<file path="src/verilog/scss_consts.vh">
// Constants for the system clock source select block
`ifndef SCSS_CONSTS_VH
`define SCSS_CONSTS_VH

// ==========================================================================
// Register byte offsets
`define SCSS_OFF_CTRL       8'h00
`define SCSS_OFF_STATUS     8'h04
`define SCSS_OFF_IRQ_STAT   8'h08
`define SCSS_OFF_IRQ_MASK   8'h0C

// ==========================================================================
// Control register fields
`define SCSS_CTRL_RING_SEL  0
`define SCSS_CTRL_EXT_TYPE  1
`define SCSS_CTRL_DIV_EN    2
`define SCSS_CTRL_CD_LO     3
`define SCSS_CTRL_CD_HI     4

// Status register fields
`define SCSS_STAT_RING_MODE 0
`define SCSS_STAT_WARMING   1

// Interrupt status / mask fields
`define SCSS_IRQ_SWITCHED   0
`define SCSS_IRQ_ABANDONED  1

// ==========================================================================
// Reset values
`define SCSS_RST_RING_SEL   1'b0
`define SCSS_RST_EXT_TYPE   1'b1
`define SCSS_RST_DIV_EN     1'b0
`define SCSS_RST_CD         2'h0
`define SCSS_RST_IRQ_MASK   2'h0

// ==========================================================================
// Timing counts, in source oscillator cycles
`define SCSS_RING_WARM      3'h4
`define SCSS_RC_WARM        17'h00004
`define SCSS_XT_WARM        17'h10000
`define SCSS_DIV_PM         9'h100

`endif

</file>
<file path="src/verilog/scss_clock_select.v">
// System clock source selection, warmup sequencing, divider and AHB-Lite registers
//
// Register access over AHB-Lite and the placing of the registers were chosen for this implementation.
`include "scss_consts.vh"

module scss_clock_select #(
  parameter XT_WARM = `SCSS_XT_WARM
) (
  // Clock and power-on reset
  input  wire        clk_sys,
  input  wire        rst_n,
  // Other (non power-on) reset, asynchronous source
  input  wire        soft_rst_n,
  // Oscillator and mode inputs, asynchronous
  input  wire        ring_osc_in,
  input  wire        osc_in_pin,
  input  wire        stop_mode,
  // AHB-Lite slave
  input  wire        hsel,
  input  wire [7:0]  haddr,
  input  wire [1:0]  htrans,
  input  wire        hwrite,
  input  wire [2:0]  hsize,
  input  wire [31:0] hwdata,
  input  wire        hready,
  output reg  [31:0] hrdata,
  output reg         hreadyout,
  output reg         hresp,
  // Oscillator controls and generated clock
  output reg         ring_osc_en,
  output reg         ring_restart,
  output reg         xtal_amp_en,
  output reg         rc_osc_en,
  output reg         sys_clk_out,
  // Interrupt
  output reg         irq
);

  // Parked, ring warmup, ring run, external warmup and external run
  // One-hot states
  localparam [4:0] ST_STOP  = 5'h01;
  localparam [4:0] ST_RWARM = 5'h02;
  localparam [4:0] ST_RING  = 5'h04;
  localparam [4:0] ST_XWARM = 5'h08;
  localparam [4:0] ST_EXT   = 5'h10;

  // Oscillator cycles per system clock
  // Also source edges per output phase, since both source edges count
  function [8:0] scss_ratio;
    input       div_en;
    input [1:0] cd;
    begin
      if (div_en) begin
        scss_ratio = `SCSS_DIV_PM;
      end else begin
        scss_ratio = 9'h001 << cd;
      end
    end
  endfunction

  // ========================================================================
  // Reset release and input synchronisers
  reg        rst_s1_q;
  reg        rst_s2_q;
  wire       rst_sync_n;
  reg  [3:0] s1_q;
  reg  [3:0] s2_q;
  reg  [1:0] s3_q;

  // Power-on reset released through two flops
  always @(posedge clk_sys or negedge rst_n) begin
    if (!rst_n) begin
      rst_s1_q <= 1'b0;
      rst_s2_q <= 1'b0;
    end else begin
      rst_s1_q <= 1'b1;
      rst_s2_q <= rst_s1_q;
    end
  end
  assign rst_sync_n = rst_s2_q;

  // Two flops per asynchronous input, third flop for oscillator edges
  // Soft reset bit rests at its idle high level, so that the release of
  // power-on reset does not fake a soft reset for two cycles
  always @(posedge clk_sys or negedge rst_sync_n) begin
    if (!rst_sync_n) begin
      s1_q <= 4'h8;
      s2_q <= 4'h8;
      s3_q <= 2'h0;
    end else begin
      s1_q <= {soft_rst_n, stop_mode, osc_in_pin, ring_osc_in};
      s2_q <= s1_q;
      s3_q <= s2_q[1:0];
    end
  end

  // Edge strobes from the second and third flops, one cycle wide each
  wire ring_rise = s2_q[0] & ~s3_q[0];
  wire ext_rise  = s2_q[1] & ~s3_q[1];
  wire ring_edge = s2_q[0] ^ s3_q[0];
  wire ext_edge  = s2_q[1] ^ s3_q[1];
  wire stop_s    = s2_q[2];
  wire soft_rst  = ~s2_q[3];

  // ========================================================================
  // Registers and bus state
  reg        ring_sel_q;
  reg        ext_type_q;
  reg        div_en_q;
  reg  [1:0] cd_q;
  reg  [1:0] irq_stat_q;
  reg  [1:0] irq_mask_q;
  reg        pend_q;
  reg        pend_wr_q;
  reg  [7:0] pend_addr_q;
  reg  [4:0] state_q;
  reg        act_type_q;
  reg  [2:0] rcnt_q;
  reg  [16:0] xcnt_q;
  reg        ev_switch;
  reg        ev_abandon;

  // Writes land one cycle after the address phase, with the captured
  // address and the write data of the data phase
  wire wr_ctrl  = pend_q & pend_wr_q & (pend_addr_q == `SCSS_OFF_CTRL);
  wire wr_istat = pend_q & pend_wr_q & (pend_addr_q == `SCSS_OFF_IRQ_STAT);
  wire wr_imask = pend_q & pend_wr_q & (pend_addr_q == `SCSS_OFF_IRQ_MASK);
  // Last warmup count for the source type taken when the warmup began
  wire [16:0] warm_last = act_type_q ? (XT_WARM[16:0] - 17'h00001)
                                     : (`SCSS_RC_WARM - 17'h00001);

  // Ring select: only power-on reset clears it
  // Soft reset leaves it alone so that the source selection survives the park
  always @(posedge clk_sys or negedge rst_sync_n) begin
    if (!rst_sync_n) begin
      ring_sel_q <= `SCSS_RST_RING_SEL;
    end else if (wr_ctrl) begin
      ring_sel_q <= hwdata[`SCSS_CTRL_RING_SEL];
    end
  end

  // Source type and divider settings
  // A type write with the ring deselected is dropped; the sequencer takes
  // the type over only when the ring warmup ends or an external warmup starts
  always @(posedge clk_sys or negedge rst_sync_n) begin
    if (!rst_sync_n) begin
      ext_type_q <= `SCSS_RST_EXT_TYPE;
      div_en_q   <= `SCSS_RST_DIV_EN;
      cd_q       <= `SCSS_RST_CD;
      irq_mask_q <= `SCSS_RST_IRQ_MASK;
    end else if (soft_rst) begin
      div_en_q   <= `SCSS_RST_DIV_EN;
      cd_q       <= `SCSS_RST_CD;
      irq_mask_q <= `SCSS_RST_IRQ_MASK;
    end else begin
      if (wr_ctrl && ring_sel_q) begin
        ext_type_q <= hwdata[`SCSS_CTRL_EXT_TYPE];
      end
      if (wr_ctrl) begin
        div_en_q <= hwdata[`SCSS_CTRL_DIV_EN];
        cd_q     <= hwdata[`SCSS_CTRL_CD_HI:`SCSS_CTRL_CD_LO];
      end
      if (wr_imask) begin
        irq_mask_q <= hwdata[1:0];
      end
    end
  end

  // Sticky events: a new event wins over a write-one clear
  // Events are single-cycle pulses from the sequencer
  always @(posedge clk_sys or negedge rst_sync_n) begin
    if (!rst_sync_n) begin
      irq_stat_q <= 2'h0;
    end else begin
      irq_stat_q <= (irq_stat_q & ~(wr_istat ? hwdata[1:0] : 2'h0))
                    | {ev_abandon, ev_switch};
    end
  end

  // ========================================================================
  // Source sequencer
  // Stop and soft reset park the sequencer; every way out of the parked
  // state passes a fresh ring warmup, so the external warmup count
  // always starts from zero
  always @(posedge clk_sys or negedge rst_sync_n) begin
    if (!rst_sync_n) begin
      state_q      <= ST_RWARM;
      act_type_q   <= `SCSS_RST_EXT_TYPE;
      rcnt_q       <= 3'h0;
      xcnt_q       <= 17'h00000;
      ring_restart <= 1'b1;
      ev_switch    <= 1'b0;
      ev_abandon   <= 1'b0;
    end else begin
      ring_restart <= 1'b0;
      ev_switch    <= 1'b0;
      ev_abandon   <= 1'b0;
      if (stop_s || soft_rst) begin
        state_q <= ST_STOP;
      end else begin
        case (state_q)
          ST_STOP: begin
            state_q      <= ST_RWARM;
            rcnt_q       <= 3'h0;
            ring_restart <= 1'b1;
          end
          ST_RWARM: begin
            // Count rising ring edges; the fourth one ends the ring warmup
            if (ring_rise) begin
              rcnt_q <= rcnt_q + 3'h1;
            end
            if (ring_rise && (rcnt_q == `SCSS_RING_WARM - 3'h1)) begin
              state_q    <= ring_sel_q ? ST_RING : ST_XWARM;
              act_type_q <= ext_type_q;
              xcnt_q     <= 17'h00000;
            end
          end
          ST_RING: begin
            if (!ring_sel_q) begin
              state_q    <= ST_XWARM;
              act_type_q <= ext_type_q;
              xcnt_q     <= 17'h00000;
            end
          end
          ST_XWARM: begin
            if (ring_sel_q) begin
              state_q    <= ST_RING;
              ev_abandon <= 1'b1;
            end else if (ext_rise) begin
              xcnt_q <= xcnt_q + 17'h00001;
              if (xcnt_q == warm_last) begin
                state_q   <= ST_EXT;
                ev_switch <= 1'b1;
              end
            end
          end
          ST_EXT: begin
            if (ring_sel_q) begin
              state_q      <= ST_RING;
              ring_restart <= 1'b1;
            end
          end
          default: begin
            state_q <= ST_STOP;
          end
        endcase
      end
    end
  end

  // Oscillator enables
  // Registered, so they follow the state by one cycle; the stop input
  // gates the external cells directly as well
  always @(posedge clk_sys or negedge rst_sync_n) begin
    if (!rst_sync_n) begin
      ring_osc_en <= 1'b0;
      xtal_amp_en <= 1'b0;
      rc_osc_en   <= 1'b0;
    end else begin
      ring_osc_en <= (state_q != ST_EXT) && (state_q != ST_STOP);
      xtal_amp_en <= ((state_q == ST_XWARM) || (state_q == ST_EXT))
                     && act_type_q && !ring_sel_q && !stop_s;
      rc_osc_en   <= ((state_q == ST_XWARM) || (state_q == ST_EXT))
                     && !act_type_q && !ring_sel_q && !stop_s;
    end
  end

  // ========================================================================
  // System clock divider: toggles every N source edges, so one output
  // period spans N source cycles; the ratio loads only as the output
  // goes low or while it idles low, which avoids short phases
  reg        use_ext_q;
  reg  [8:0] nhalf_q;
  reg  [8:0] hc_q;
  // The divider runs in every state that has a warmed-up clock source
  wire       run = (state_q == ST_RING) || (state_q == ST_XWARM) || (state_q == ST_EXT);
  wire       want_ext = (state_q == ST_EXT);
  wire       src_edge = use_ext_q ? ext_edge : ring_edge;

  // A source that has just been gated off gives no more edges, so the
  // divider moves to the wanted source at once and restarts its count;
  // this can only stretch the current phase, never shorten it
  always @(posedge clk_sys or negedge rst_sync_n) begin
    if (!rst_sync_n) begin
      sys_clk_out <= 1'b0;
      use_ext_q   <= 1'b0;
      nhalf_q     <= 9'h001;
      hc_q        <= 9'h000;
    end else if (use_ext_q != want_ext) begin
      use_ext_q <= want_ext;
      hc_q      <= 9'h000;
    end else if (!run && !sys_clk_out) begin
      hc_q      <= 9'h000;
      use_ext_q <= 1'b0;
      nhalf_q   <= scss_ratio(div_en_q, cd_q);
    end else if (src_edge) begin
      if (hc_q == nhalf_q - 9'h001) begin
        hc_q        <= 9'h000;
        sys_clk_out <= ~sys_clk_out & run;
        if (sys_clk_out) begin
          use_ext_q <= (state_q == ST_EXT);
          nhalf_q   <= scss_ratio(div_en_q, cd_q);
        end
      end else begin
        hc_q <= hc_q + 9'h001;
      end
    end
  end

  // ========================================================================
  // AHB-Lite slave: one wait state, always OKAY
  // A transfer is captured in its address phase and completed in the
  // next cycle, so every data phase carries exactly one wait state
  always @(posedge clk_sys or negedge rst_sync_n) begin
    if (!rst_sync_n) begin
      pend_q      <= 1'b0;
      pend_wr_q   <= 1'b0;
      pend_addr_q <= 8'h00;
      hreadyout   <= 1'b1;
      hresp       <= 1'b0;
      hrdata      <= 32'h00000000;
    end else begin
      hresp <= 1'b0;
      if (pend_q) begin
        pend_q    <= 1'b0;
        hreadyout <= 1'b1;
        case (pend_addr_q)
          `SCSS_OFF_CTRL:     hrdata <= {27'h0, cd_q, div_en_q, ext_type_q, ring_sel_q};
          `SCSS_OFF_STATUS:   hrdata <= {30'h0, state_q == ST_XWARM,
                                         state_q != ST_EXT};
          `SCSS_OFF_IRQ_STAT: hrdata <= {30'h0, irq_stat_q};
          `SCSS_OFF_IRQ_MASK: hrdata <= {30'h0, irq_mask_q};
          default:            hrdata <= 32'h00000000;
        endcase
      end else if (hsel && hready && htrans[1]) begin
        pend_q      <= 1'b1;
        pend_wr_q   <= hwrite;
        pend_addr_q <= {haddr[7:2], 2'h0};
        hreadyout   <= 1'b0;
      end
    end
  end

  // Interrupt output
  // Registered, so the line follows a status or mask change by one cycle
  always @(posedge clk_sys or negedge rst_sync_n) begin
    if (!rst_sync_n) begin
      irq <= 1'b0;
    end else begin
      irq <= |(irq_stat_q & irq_mask_q);
    end
  end

endmodule // scss_clock_select

</file>
<file path="config.mk">
export PLATFORM = sky130hd
export DESIGN_NAME = scss_clock_select
export DESIGN_NICKNAME = d
export VERILOG_FILES = /design/src/verilog/scss_clock_select.v
export VERILOG_INCLUDE_DIRS = /design/src /design/src/verilog
export SDC_FILE = /design/constraint.sdc
export NUM_CORES = 1
export LEC_CHECK = 0
export ABC_AREA = 1
export BUFFER_PORTS_ARGS = -buffer_cell sky130_fd_sc_hd__buf_2
export CAP_MARGIN = 30
export CORE_MARGIN = 3
export CORE_UTILIZATION = 40
export DETAILED_ROUTE_END_ITERATION = 8
export GPL_ROUTABILITY_DRIVEN = 0
export SYNTH_ARGS = -nofsm -noshare
export SYNTH_HDL_FRONTEND = slang
export SYNTH_SLANG_ARGS = --single-unit
</file>
<file path="constraint.sdc">
create_clock -name clk_sys -period 3.5 [get_ports clk_sys]
set_clock_uncertainty 0.1 [all_clocks]
set_input_delay 0.7 -clock clk_sys [delete_from_list [all_inputs] [get_ports clk_sys]]
set_output_delay 0.7 -clock clk_sys [all_outputs]
set_load 0.005 [all_outputs]
</file>
# Word level (Yosys, flattened, before mapping)
# Cells that the tools add are included.
totals:
  register_bits: 115
  inputBits: 54
  output_inout_bits: 40
op_classes:
  addsub: 4
  eq_ne: 26
  shift: 1
  mux: 57
  n_bitwise: 21
  n_reduce_logical: 42
ops:
  columns: ["operator", "n"]
  rows:
  - ["$mux 9", 9]
  - ["$mux 17", 4]
  - ["$pmux 17 s3", 1]
  - ["$mux 5", 7]
  - ["$pmux 5 s5", 1]
  - ["$mux 1", 23]
  - ["$pmux 5 s4", 1]
  - ["$add 17x1->17 const B", 1]
  - ["$eq 17x16->1", 1]
  - ["$mux 16", 1]
  - ["$eq 6x2->1 const B", 2]
  - ["$logic_and 1x1->1", 12]
  - ["$reduce_and 4->1", 3]
  - ["$reduce_bool 2->1", 6]
  - ["$reduce_bool 3->1", 4]
  - ["$mux 2", 5]
  - ["$ne 2x2->1 const B", 5]
  - ["$add 9x1->9 const B", 1]
  - ["$eq 9x9->1", 1]
  - ["$shl 1x2->9 const A", 1]
  - ["$sub 9x1->9 const B", 1]
  - ["$logic_not 8->1", 1]
  - ["$ne 4x4->1 const B", 2]
  - ["$not 1->1", 8]
  - ["30 further kinds", 50]

# Logic depth before layout (Yosys ltp)
# Gate-level depths: netlist of run 1.
logic_depth:
  depth_word: 7
  depth_mapped: 13
  mapped_depth_nobuf: 13

# Worst setup path before layout of run 1
# Ideal clock, no wire load.
synth_path:
  kind: "reg2reg"
  from: "register nhalf_q[0]"
  to: "register nhalf_q[2]"
  setup_ns: 0.117
  arrival_ns: 1.760
  slack_ns: 1.524
  stages_incl_launch_ff: 12
  path_buffers: 0
  period_less_slack_ns: 1.976
  path_cell_list: "dfstp_2 -> inv_1 -> ha_1 -> or2_1 -> nand3b_1 -> nand2_1 -> nor2_1 -> nand4_1 -> nand2_2 -> nand2_2 -> nand2_1 -> nand2_1"
synth_via:
  elab_chain_len: 4
synth_lines:
  columns: ["element", "line_no", "text"]
  rows:
  - ["from (decl)", "scss_clock_select.v:273", "reg [8:0] nhalf_q;"]
  - ["from (signal assigned)", "scss_clock_select.v:295", "nhalf_q <= scss_ratio(div_en_q, cd_q);"]
  - ["from (signal assigned)", "scss_clock_select.v:302", "nhalf_q <= scss_ratio(div_en_q, cd_q);"]
  - ["$sub 9x1->9", "scss_clock_select.v:297", "if (hc_q == nhalf_q - 9'h001) begin"]
  - ["$eq 9x9->1", "scss_clock_select.v:297", null]
  - ["$reduce_bool 2->1 (no source line)", null, null]
  - ["$reduce_and 4->1 (no source line)", null, null]
# No other way between the ends.
# A chain may end at the register's enable or synchronous reset.

# Worst setup path in the final report of run 1
# Ends and elaborated chain as after synthesis.

==> results.sh, run 1 <==
export IMPL_core_area_mm2=0.0110
export IMPL_final_util_pct=46.6
export IMPL_max_freq_ghz=0.458
export IMPL_fin_area_mm2=0.00513
export IMPL_cts_htree_levels=3
export IMPL_diodes=0
export IMPL_worst_path_max_fanout=6
export IMPL_grt_max_degree=69
export IMPL_setup_viol=0
export IMPL_num_rows=38
export IMPL_cp_num_cells=11
export IMPL_yosys_warnings=0
export IMPL_die_area_mm2=0.0128
export IMPL_syn_avg_cell_area_um2=8.03
export IMPL_routed_via_density=4.85
export IMPL_ir_drop_v=0.000256
export IMPL_cts_tree="built"
export IMPL_intPower_mw=1.75
export IMPL_worstMarginPinSlew_ns=0.559
export IMPL_cp_end_kind="flop"
export IMPL_grt_antenna_before_repair=0
export IMPL_post_route_period_util_pct=62.3
export IMPL_grt_overflow_total=0
export IMPL_status="completed"
export IMPL_r2r_cells=11
export IMPL_max_clock_path_buffers=2
export IMPL_ant_nets=0
export IMPL_initial_utilization_pct=41.8
export IMPL_crit_chain="inv_1 -> ha_1 -> or2_1 -> nand3b_1 -> nand2_1 -> nor2_1 -> nand4_1 -> nand2_2 -> nand2_2 -> nand2_1 -> nand2_1"
export IMPL_async_flop_share_pct=100
export IMPL_clk_pin_slew_ns=0.06
export IMPL_synth_distinct_cells=44
export IMPL_p_seq_share_pct=46.8
export IMPL_drive_gt1_share_pct=13.7
export IMPL_dp_slack_ns=1.33
export IMPL_grt_pass1_vias=3504
export IMPL_ys_seq_elements=84
export IMPL_comb_power_share_pct=7.8
export IMPL_wl_um=9300
export IMPL_cp_common_cell="nand2_1"
export IMPL_synth_edf_count=0
export IMPL_port_buffers=32
export IMPL_crit_required_ns=3.63
export IMPL_maxSlewHeadroom_pct=62.4
export IMPL_tns_ns=0
export IMPL_cts_hold_buffers_added=0
export IMPL_arrival_ns=2.32
export IMPL_fill_cells=1099
export IMPL_hold_class="in -> async"
export IMPL_synth_area_leaders="dfrtp_1 (41%), nand2_1 (12%), inv_1 (5.5%)"
export IMPL_crit_slowest_cell="dfstp_2"
export IMPL_setup_slack_ns=1.32
export IMPL_rsz0062_at_grt="no"
export IMPL_period_minus_slack_ns=2.18
export IMPL_leakage_nw=2.52
export IMPL_hold_violations=0
export IMPL_drt_first_pass_iters=4
export IMPL_io_pins=94
export IMPL_pwr_share_clk_pct=45.4
export IMPL_crit_family="simple AND/OR/NAND/NOR gates"
export IMPL_synth_top_cell_area_share_pct=41.3
export IMPL_synth_ff_type="dfrtp_1"
export IMPL_criticalPathCategory="reg -> reg"
export IMPL_fp_dieW_um=113
export IMPL_place_area_mm2=0.00481
export IMPL_clock_root_buffer="clkbuf_16"
export IMPL_yosys_area_top_type="dfrtp_1"
export IMPL_cts_resized=0
export IMPL_grt_pass1_wl_um=15900
export IMPL_syn2layout_area_growth_pct=11.5
export IMPL_seq_area_frac_synth_pct=45.8
export IMPL_cts_made_buffers=9
export IMPL_path_buf_inv=1
export IMPL_cts_sinks=84
export IMPL_num_vias=3660
export IMPL_synth_cells=574
export IMPL_swShare_pct=23.8
export IMPL_wl_per_cell_um=12.3
export IMPL_slew_violations=0
export IMPL_slowest_delay_ns=0.57
export IMPL_chipHeight_um=113
export IMPL_layout_nets=671
export IMPL_track_usage_pct=15.2
export IMPL_start_kind="flop"
export IMPL_dp_hpwl_um=6700
export IMPL_cellPowerDensity_mw_per_mm2=448
export IMPL_p_sw_mw=0.547
export IMPL_clock_latency_ns=0.34
export IMPL_drt_iter0_drc=186
export IMPL_cts_setup_buffers=0
export IMPL_whs_ns=0.0344
export IMPL_syn_cell_area_mm2=0.00461
export IMPL_cap_viol_max_count=0
export IMPL_drc_errors=0
-- metal layers --
layer	GRT usage (%)	up-vias	share of wire (%)
li1	-	1851	-
met1	19.2	1731	47
met2	25.0	73	47
met3	4.65	5	4.9
met4	4.97	0	0.98
met5	0	-	0
-- sequential cells by signal, indices dropped and copies added (netlist names), 2 cells and up --
signal,count
state_q,5
s1_q,4
s3_q,2
nhalf_q,5
irq_mask_q,2
cd_q,2
xcnt_q,17
s2_q,4
irq_stat_q,2
hrdata,5
pend_addr_q,6
rcnt_q,3
hc_q,9
-- synth_stat cells, types with 3 or more instances --
library cell,number
nor3_1,11
o21bai_1,3
a32o_1,3
dfstp_2,8
buf_6,3
buf_4,29
ha_1,8
nand2_2,5
o21ai_1,5
nand3_1,32
a21oi_1,7
o21ai_0,18
o31ai_1,4
inv_1,68
xnor2_1,5
nand2_1,149
o22ai_1,6
xor2_1,11
nor2_4,5
dfrtp_1,76
nor2_1,65
nand4_1,20
nor2_2,5
-- cell type report --
cell class	count	area, um^2	share of cell area [%]
Clock inverter	4	72.6	1.41
Sequential cell	84	2120	41.2
Timing Repair Buffer	33	188	3.65
Inverter	71	269	5.24
Multi-Input combinational cell	410	2060	40.1
Tap cell	140	175	3.41
Clock buffer	12	256	5.00
-- worst paths after layout --
| path | start | to | slack (ns) |
|---|---|---|---|
| worst max-delay path | nhalf_q[0] | nhalf_q[2] | 1.32 |
| worst min-delay path | rst_n | rst_s2_q | 0.03 |
| worst max register to register | nhalf_q[0] | nhalf_q[2] | 1.32 |
| worst min register to register | rst_s2_q | xcnt_q[3] | 0.09 |
| max in group asynchronous | rst_s2_q | state_q[1] | 2.57 |
| min in group clk_sys | s1_q[0] | s2_q[0] | 0.25 |
-- cells in the final DEF (no fill, tap or decap), types with 2 or more instances in the layout --
cell / instances
nor2_4: 5
o31ai_1: 4
o211ai_1: 2
nand3_1: 32
o22ai_1: 6
o21ai_1: 5
dfstp_2: 8
clkbuf_8: 2
conb_1: 29
xnor2_1: 5
nor2_1: 65
nand4_1: 20
nand3b_1: 2
nand2_2: 5
o21bai_1: 3
nor2_2: 5
xor2_1: 11
a32o_1: 3
o21ai_0: 18
nor3_1: 11
buf_2: 32
inv_1: 68
dfrtp_1: 75
bufinv_16: 2
clkbuf_16: 9
a21oi_1: 7
or2_2: 2
nand2_4: 2
nand2_1: 149
ha_1: 8
-- cells by family (layout without fill, tap and decap cells) --
logic type      after synthesis  count (layout)  share of synthesized area (%)
compound gates               53              53                           7.06
fa+ha+maj                     8               8                           2.17
buf+inv                     107             120                           11.7
simple gates                304             304                           30.0
flops                        84              84                           45.8
other cells                   2              29                          0.163
xor+xnor                     16              16                           3.04
-- power groups by stage --
stage	Clock, mW	Sequential (mW)	Combinational [mW]
finish	1.04	1.08	0.180
global route	1.11	1.08	0.210
CTS	1.07	1.08	0.182
detailed placement	0	1.09	0.181
global placement	0	1.11	0.159
floorplan	0	1.09	0.139
-- stage by stage --
step | instances | total power, mW
6_report | 754 | 2.30
3_5_place_dp | 738 | 1.27
2_1_floorplan | 601 | 1.23
3_3_place_gp | 737 | 1.27
4_1_cts | 754 | 2.32
5_1_grt | 754 | 2.40
Note: power is estimated with default switching activity, not from simulation.
==> run 2: changes to the inputs <==
==> constraint.sdc (replaced) <==
create_clock -name clk_sys -period 1.89 [get_ports clk_sys]
set_clock_uncertainty 0.1 [all_clocks]
set_input_delay 0.378 -clock clk_sys [delete_from_list [all_inputs] [get_ports clk_sys]]
set_output_delay 0.378 -clock clk_sys [all_outputs]
set_load 0.005 [all_outputs]
==> run 2 against run 1 <==
  * The run now ends with setup timing left
  * Critical path depth did not move
  * Non-clock buffer count is 27 higher
  * Hold slack improved by 0.011 ns
  * Critical path type unchanged
  * Highest routed layer unchanged
==> results.sh, run 2 (same netlist as run 1, synthesis figures left out) <==
export IMPL_comb_power_share_pct=9.5
export IMPL_clk_pin_slew_ns=0.06
export IMPL_place_area_mm2=0.00497
export IMPL_largestRegisters="xcnt_q x17, hc_q x9, pend_addr_q x6"
export IMPL_violations="setup timing"
export IMPL_swShare_pct=24.7
export IMPL_clock_latency_ns=0.34
export IMPL_instances_no_fill=781
export IMPL_wl_um=9560
export IMPL_drt_iter0_drc=187
export IMPL_slew_violations=0
export IMPL_grt_overflow_total=0
export IMPL_cellPowerDensity_mw_per_mm2=767
export IMPL_clock_root_buffer="clkbuf_16"
export IMPL_track_usage_pct=16.1
export IMPL_dp_cells=760
export IMPL_p_sw_mw=1.02
export IMPL_intPower_mw=3.12
export IMPL_layout_nets=698
export IMPL_largest_reg_flops=17
export IMPL_initial_utilization_pct=41.8
export IMPL_post_route_period_util_pct=111
export IMPL_cp_end_kind="flop"
export IMPL_setup_slack_ns=-0.205
export IMPL_num_vias=3746
export IMPL_max_clock_path_buffers=2
export IMPL_port_buffers=32
export IMPL_crit_required_ns=2.02
export IMPL_cts_tree="built"
export IMPL_drt_first_pass_iters=4
export IMPL_die_area_mm2=0.0128
export IMPL_cts_htree_levels=3
export IMPL_setup_viol=14
export IMPL_rsz0062_at_grt="yes"
export IMPL_ir_drop_v=0.000551
export IMPL_dp_hpwl_um=7260
export IMPL_top_register="xcnt_q"
export IMPL_diodes=0
export IMPL_cap_viol_max_count=0
export IMPL_io_pins=94
export IMPL_arrival_ns=2.23
export IMPL_criticalPathCategory="reg -> reg"
export IMPL_max_freq_ghz=0.477
export IMPL_start_kind="flop"
export IMPL_drc_errors=0
export IMPL_cts_sinks=84
export IMPL_grt_pass1_wl_um=16800
export IMPL_ant_nets=0
export IMPL_p_seq_share_pct=47.9
export IMPL_wl_per_cell_um=12.2
export IMPL_grt_antenna_before_repair=0
export IMPL_hold_class="in -> reg"
export IMPL_period_minus_slack_ns=2.10
export IMPL_chipHeight_um=113
export IMPL_fin_area_mm2=0.00540
export IMPL_worst_path_max_fanout=6
export IMPL_drive_gt1_share_pct=20.0
export IMPL_routed_via_density=4.80
export IMPL_cts_made_buffers=9
export IMPL_layout_commonest_cell="nand2_1"
export IMPL_grt_max_degree=33
export IMPL_core_area_mm2=0.0110
export IMPL_status="finished with violations"
export IMPL_layout_common_cells="nand2_1 (147), dfrtp_1 (75), inv_1 (65), nor2_1 (63), buf_2 (32)"
export IMPL_grt_pass1_vias=3696
export IMPL_hold_violations=0
export IMPL_leakage_nw=2.65
export IMPL_syn2layout_area_growth_pct=17.2
export IMPL_pwr_share_clk_pct=42.6
export IMPL_fp_dieW_um=113
export IMPL_num_rows=38
-- run 2: cell count changes in the layout (fill, tap and decap cells not counted), sizes merged --
| cell | change |
|---|---|
| bufinv | -1 |
| buf | +26 |
| clkinv | +1 |
| inv | +1 |
| clkbuf | -1 |
| dlygate4sd3 | +1 |
-- run 2: what timing repair did --
item | 4_1_cts | 5_1_grt
resized for setup | 5 | 14
hold buffers | 1 | 0
pin swaps | 7 | 6
setup endpoints to repair | 14 | 31
hold endpoints to repair | 2 | 0
setup buffers | 3 | 1
-- run 2: path summary, 6_finish.rpt --
check	from	endpoint	slack, ns	cells past startpoint
worst max-delay path	nhalf_q[0]	nhalf_q[3]	-0.21	11
worst min-delay path	stop_mode	s1_q[2]	0.05	1
worst max register to register	nhalf_q[0]	nhalf_q[3]	-0.21	11
worst min register to register	rst_s2_q	s2_q[2]	0.09	0
max in group asynchronous	rst_s2_q	nhalf_q[0]	1.01	1
min in group asynchronous	rst_s2_q	s2_q[2]	0.09	0
-- run 2: power by group through the flow --
stage	clock (mW)	sequential (mW)	combinational, mW
5_1_grt	1.90	2.00	0.455
4_1_cts	1.83	1.98	0.387
3_3_place_gp	0	2.01	0.373
6_report	1.76	1.98	0.395
3_5_place_dp	0	2.01	0.380
2_1_floorplan	0	2.02	0.256
-- run 2: routing by layer --
metal	part of all wire (%)	up-vias	global-route usage, %
met4	1.5	0	5.61
met1	45	1745	20.2
met2	49	76	26.9
met3	4.5	14	4.49
met5	0	-	0
li1	-	1911	-
-- run 2: final cells by class --
type / count / area [um^2]
clock buffer: 11 / 243
clock inverter: 5 / 60.1
fill: 1068 / 5630
inverter: 71 / 269
multi-input combinational: 410 / 2140
sequential: 84 / 2120
tap: 140 / 175
timing repair buffer: 60 / 402
-- run 2: stage by stage --
step | total power [mW] | TNS [ns] | utilization (%) | setup WS, ns | hold WS (ns)
final | 4.14 | -1.94 | 49.0 | -0.205 | 0.0459
after detailed placement | 2.39 | -2.17 | 45.1 | -0.252 | 0.0632
after global routing | 4.35 | -4.26 | 49.0 | -0.378 | 0.0232
after global placement | 2.39 | -2.00 | 45.1 | -0.235 | 0.0624
after floorplan | 2.28 | -0.337 | - | -0.0719 | -0.0176
after CTS | 4.20 | -1.73 | 48.4 | -0.182 | 0.0254
-- run 2: critical path: stages (launching register included) --
cell	delay [ns]
dfstp_2	0.56
inv_2	0.06
ha_4	0.15
or2_1	0.24
nand3b_1	0.09
nand2_1	0.07
nor2_2	0.11
nand4_1	0.20
nand2_2	0.21
nand2_4	0.08
nand2_1	0.07
nand2_1	0.05
==> run 3: changes to the inputs <==
==> constraint.sdc (replaced) <==
create_clock -name clk_sys -period 2.7 [get_ports clk_sys]
set_clock_uncertainty 0.1 [all_clocks]
set_input_delay 0.54 -clock clk_sys [delete_from_list [all_inputs] [get_ports clk_sys]]
set_output_delay 0.54 -clock clk_sys [all_outputs]
set_load 0.005 [all_outputs]
==> run 3 against run 2 <==
  * The flow now finishes without violations
  * Register-to-register slack better by 0.72 ns
  * Flip-flop and latch count stayed put
  * Routed wire length shrank 4.6%
  * Largest power group unchanged
  * Critical path depth unchanged
  * Cell area decreased by 5.2%
  * Maximum frequency shrank 4.0%
  * Critical endpoint is now nhalf_q[2]
==> results.sh, run 3 (same netlist as run 1, synthesis figures left out) <==
export IMPL_crit_chain="inv_1 -> ha_1 -> or2_1 -> nand3b_1 -> nand2_1 -> nor2_1 -> nand4_1 -> nand2_2 -> nand2_2 -> nand2_1 -> nand2_1"
export IMPL_fin_area_mm2=0.00512
export IMPL_grt_pass1_wl_um=16300
export IMPL_drc_errors=0
export IMPL_crit_slowest_cell="dfstp_2"
export IMPL_dp_slack_ns=0.493
export IMPL_num_rows=38
export IMPL_setup_slack_ns=0.519
export IMPL_place_area_mm2=0.00481
export IMPL_cellPowerDensity_mw_per_mm2=561
export IMPL_grt_pass1_vias=3577
export IMPL_top_register="xcnt_q"
export IMPL_instances_no_fill=756
export IMPL_largest_reg_flops=17
export IMPL_routed_via_density=4.82
export IMPL_leakage_nw=2.52
export IMPL_layout_commonest_cell="nand2_1"
export IMPL_setup_viol=0
export IMPL_criticalPathCategory="reg -> reg"
export IMPL_layout_nets=673
export IMPL_hold_class="reg -> async"
export IMPL_path_buf_inv=1
export IMPL_max_clock_path_buffers=2
export IMPL_max_freq_ghz=0.458
export IMPL_cts_resized=0
export IMPL_drt_iter0_drc=175
export IMPL_cts_sinks=84
export IMPL_cts_htree_levels=3
export IMPL_rsz0062_at_grt="no"
export IMPL_wl_um=9120
export IMPL_slowest_delay_ns=0.56
export IMPL_cp_common_cell="nand2_1"
export IMPL_crit_required_ns=2.83
export IMPL_diodes=0
export IMPL_tns_ns=0
export IMPL_layout_common_cells="nand2_1 (149), dfrtp_1 (75), inv_1 (68), nor2_1 (65)"
export IMPL_dp_cells=739
export IMPL_cp_end_kind="flop"
export IMPL_ant_nets=0
export IMPL_post_route_period_util_pct=80.8
export IMPL_core_area_mm2=0.0110
export IMPL_hold_violations=0
export IMPL_syn2layout_area_growth_pct=11.1
export IMPL_ir_drop_v=0.000395
export IMPL_whs_ns=0.185
export IMPL_initial_utilization_pct=41.8
export IMPL_cts_tree="built"
export IMPL_worstMarginPinSlew_ns=0.553
export IMPL_chipHeight_um=113
export IMPL_power_total_mw=2.87
export IMPL_slew_violations=0
export IMPL_port_buffers=32
export IMPL_grt_antenna_before_repair=0
export IMPL_drive_gt1_share_pct=14.0
export IMPL_cap_viol_max_count=0
export IMPL_status="completed"
export IMPL_clock_root_buffer="clkbuf_16"
export IMPL_largestRegisters="xcnt_q x17, hc_q x9, pend_addr_q x6"
export IMPL_period_minus_slack_ns=2.18
export IMPL_grt_overflow_total=0
export IMPL_clock_latency_ns=0.34
export IMPL_fill_cells=1111
export IMPL_grt_max_degree=51
export IMPL_arrival_ns=2.32
export IMPL_dp_hpwl_um=6820
export IMPL_worst_path_max_fanout=6
export IMPL_cts_setup_buffers=0
export IMPL_cts_made_buffers=9
export IMPL_final_util_pct=46.4
export IMPL_num_vias=3642
export IMPL_crit_family="simple AND/OR/NAND/NOR gates"
export IMPL_maxSlewHeadroom_pct=62.8
export IMPL_die_area_mm2=0.0128
export IMPL_track_usage_pct=15.5
export IMPL_fp_dieW_um=113
export IMPL_io_pins=94
export IMPL_wl_per_cell_um=12.1
export IMPL_start_kind="flop"
export IMPL_clk_pin_slew_ns=0.06
export IMPL_drt_first_pass_iters=5
==> run 3: cell count changes in the layout (fill, tap and decap cells not counted), sizes merged <==
cell / delta
clkinvlp: -1
clkbuf: -1
clkinv: +2
buf: -25
==> run 3: metal layers <==
layer | track usage, % | wire length [um] | share of wire (%) | up-vias
li1 | - | - | - | 1852
met3 | 4.71 | 472 | 5.2 | 6
met1 | 19.2 | 4130 | 45 | 1706
met2 | 26.3 | 4420 | 48 | 78
met5 | 0 | 0 | 0 | -
met4 | 4.49 | 98 | 1.1 | 0
==> run 3: where the power goes <==
group	internal [mW]	switching, mW
clock	0.742	0.502
combinational	0.0821	0.146
sequential	1.33	0.0670
total	2.16	0.715
==> run 3: cell type report <==
class | instances | area [um^2] | share of cell area (%)
clock inverter | 6 | 62.6 | 1.22
sequential | 84 | 2120 | 41.3
clock buffer | 10 | 239 | 4.67
timing repair buffer | 35 | 198 | 3.86
tap | 140 | 175 | 3.42
inverter | 71 | 269 | 5.26
multi-input combinational | 410 | 2060 | 40.2
==> run 3: timing repair <==
action,4_1_cts,5_1_grt
endpoints found under the hold margin,2,0
hold buffers,1,0
setup endpoints to repair,0,0
==> run 3: final timing paths <==
path	from	to	slack (ns)	depth (start not counted)
worst max-delay path	nhalf_q[0]	nhalf_q[2]	0.52	11
worst min-delay path	rst_s2_q	xcnt_q[2]	0.19	0
worst max register to register	nhalf_q[0]	nhalf_q[2]	0.52	11
worst min register to register	rst_s2_q	xcnt_q[2]	0.19	0
max in group asynchronous	rst_s2_q	state_q[1]	1.65	1
min in group clk_sys	soft_rst_n	s1_q[3]	0.20	1
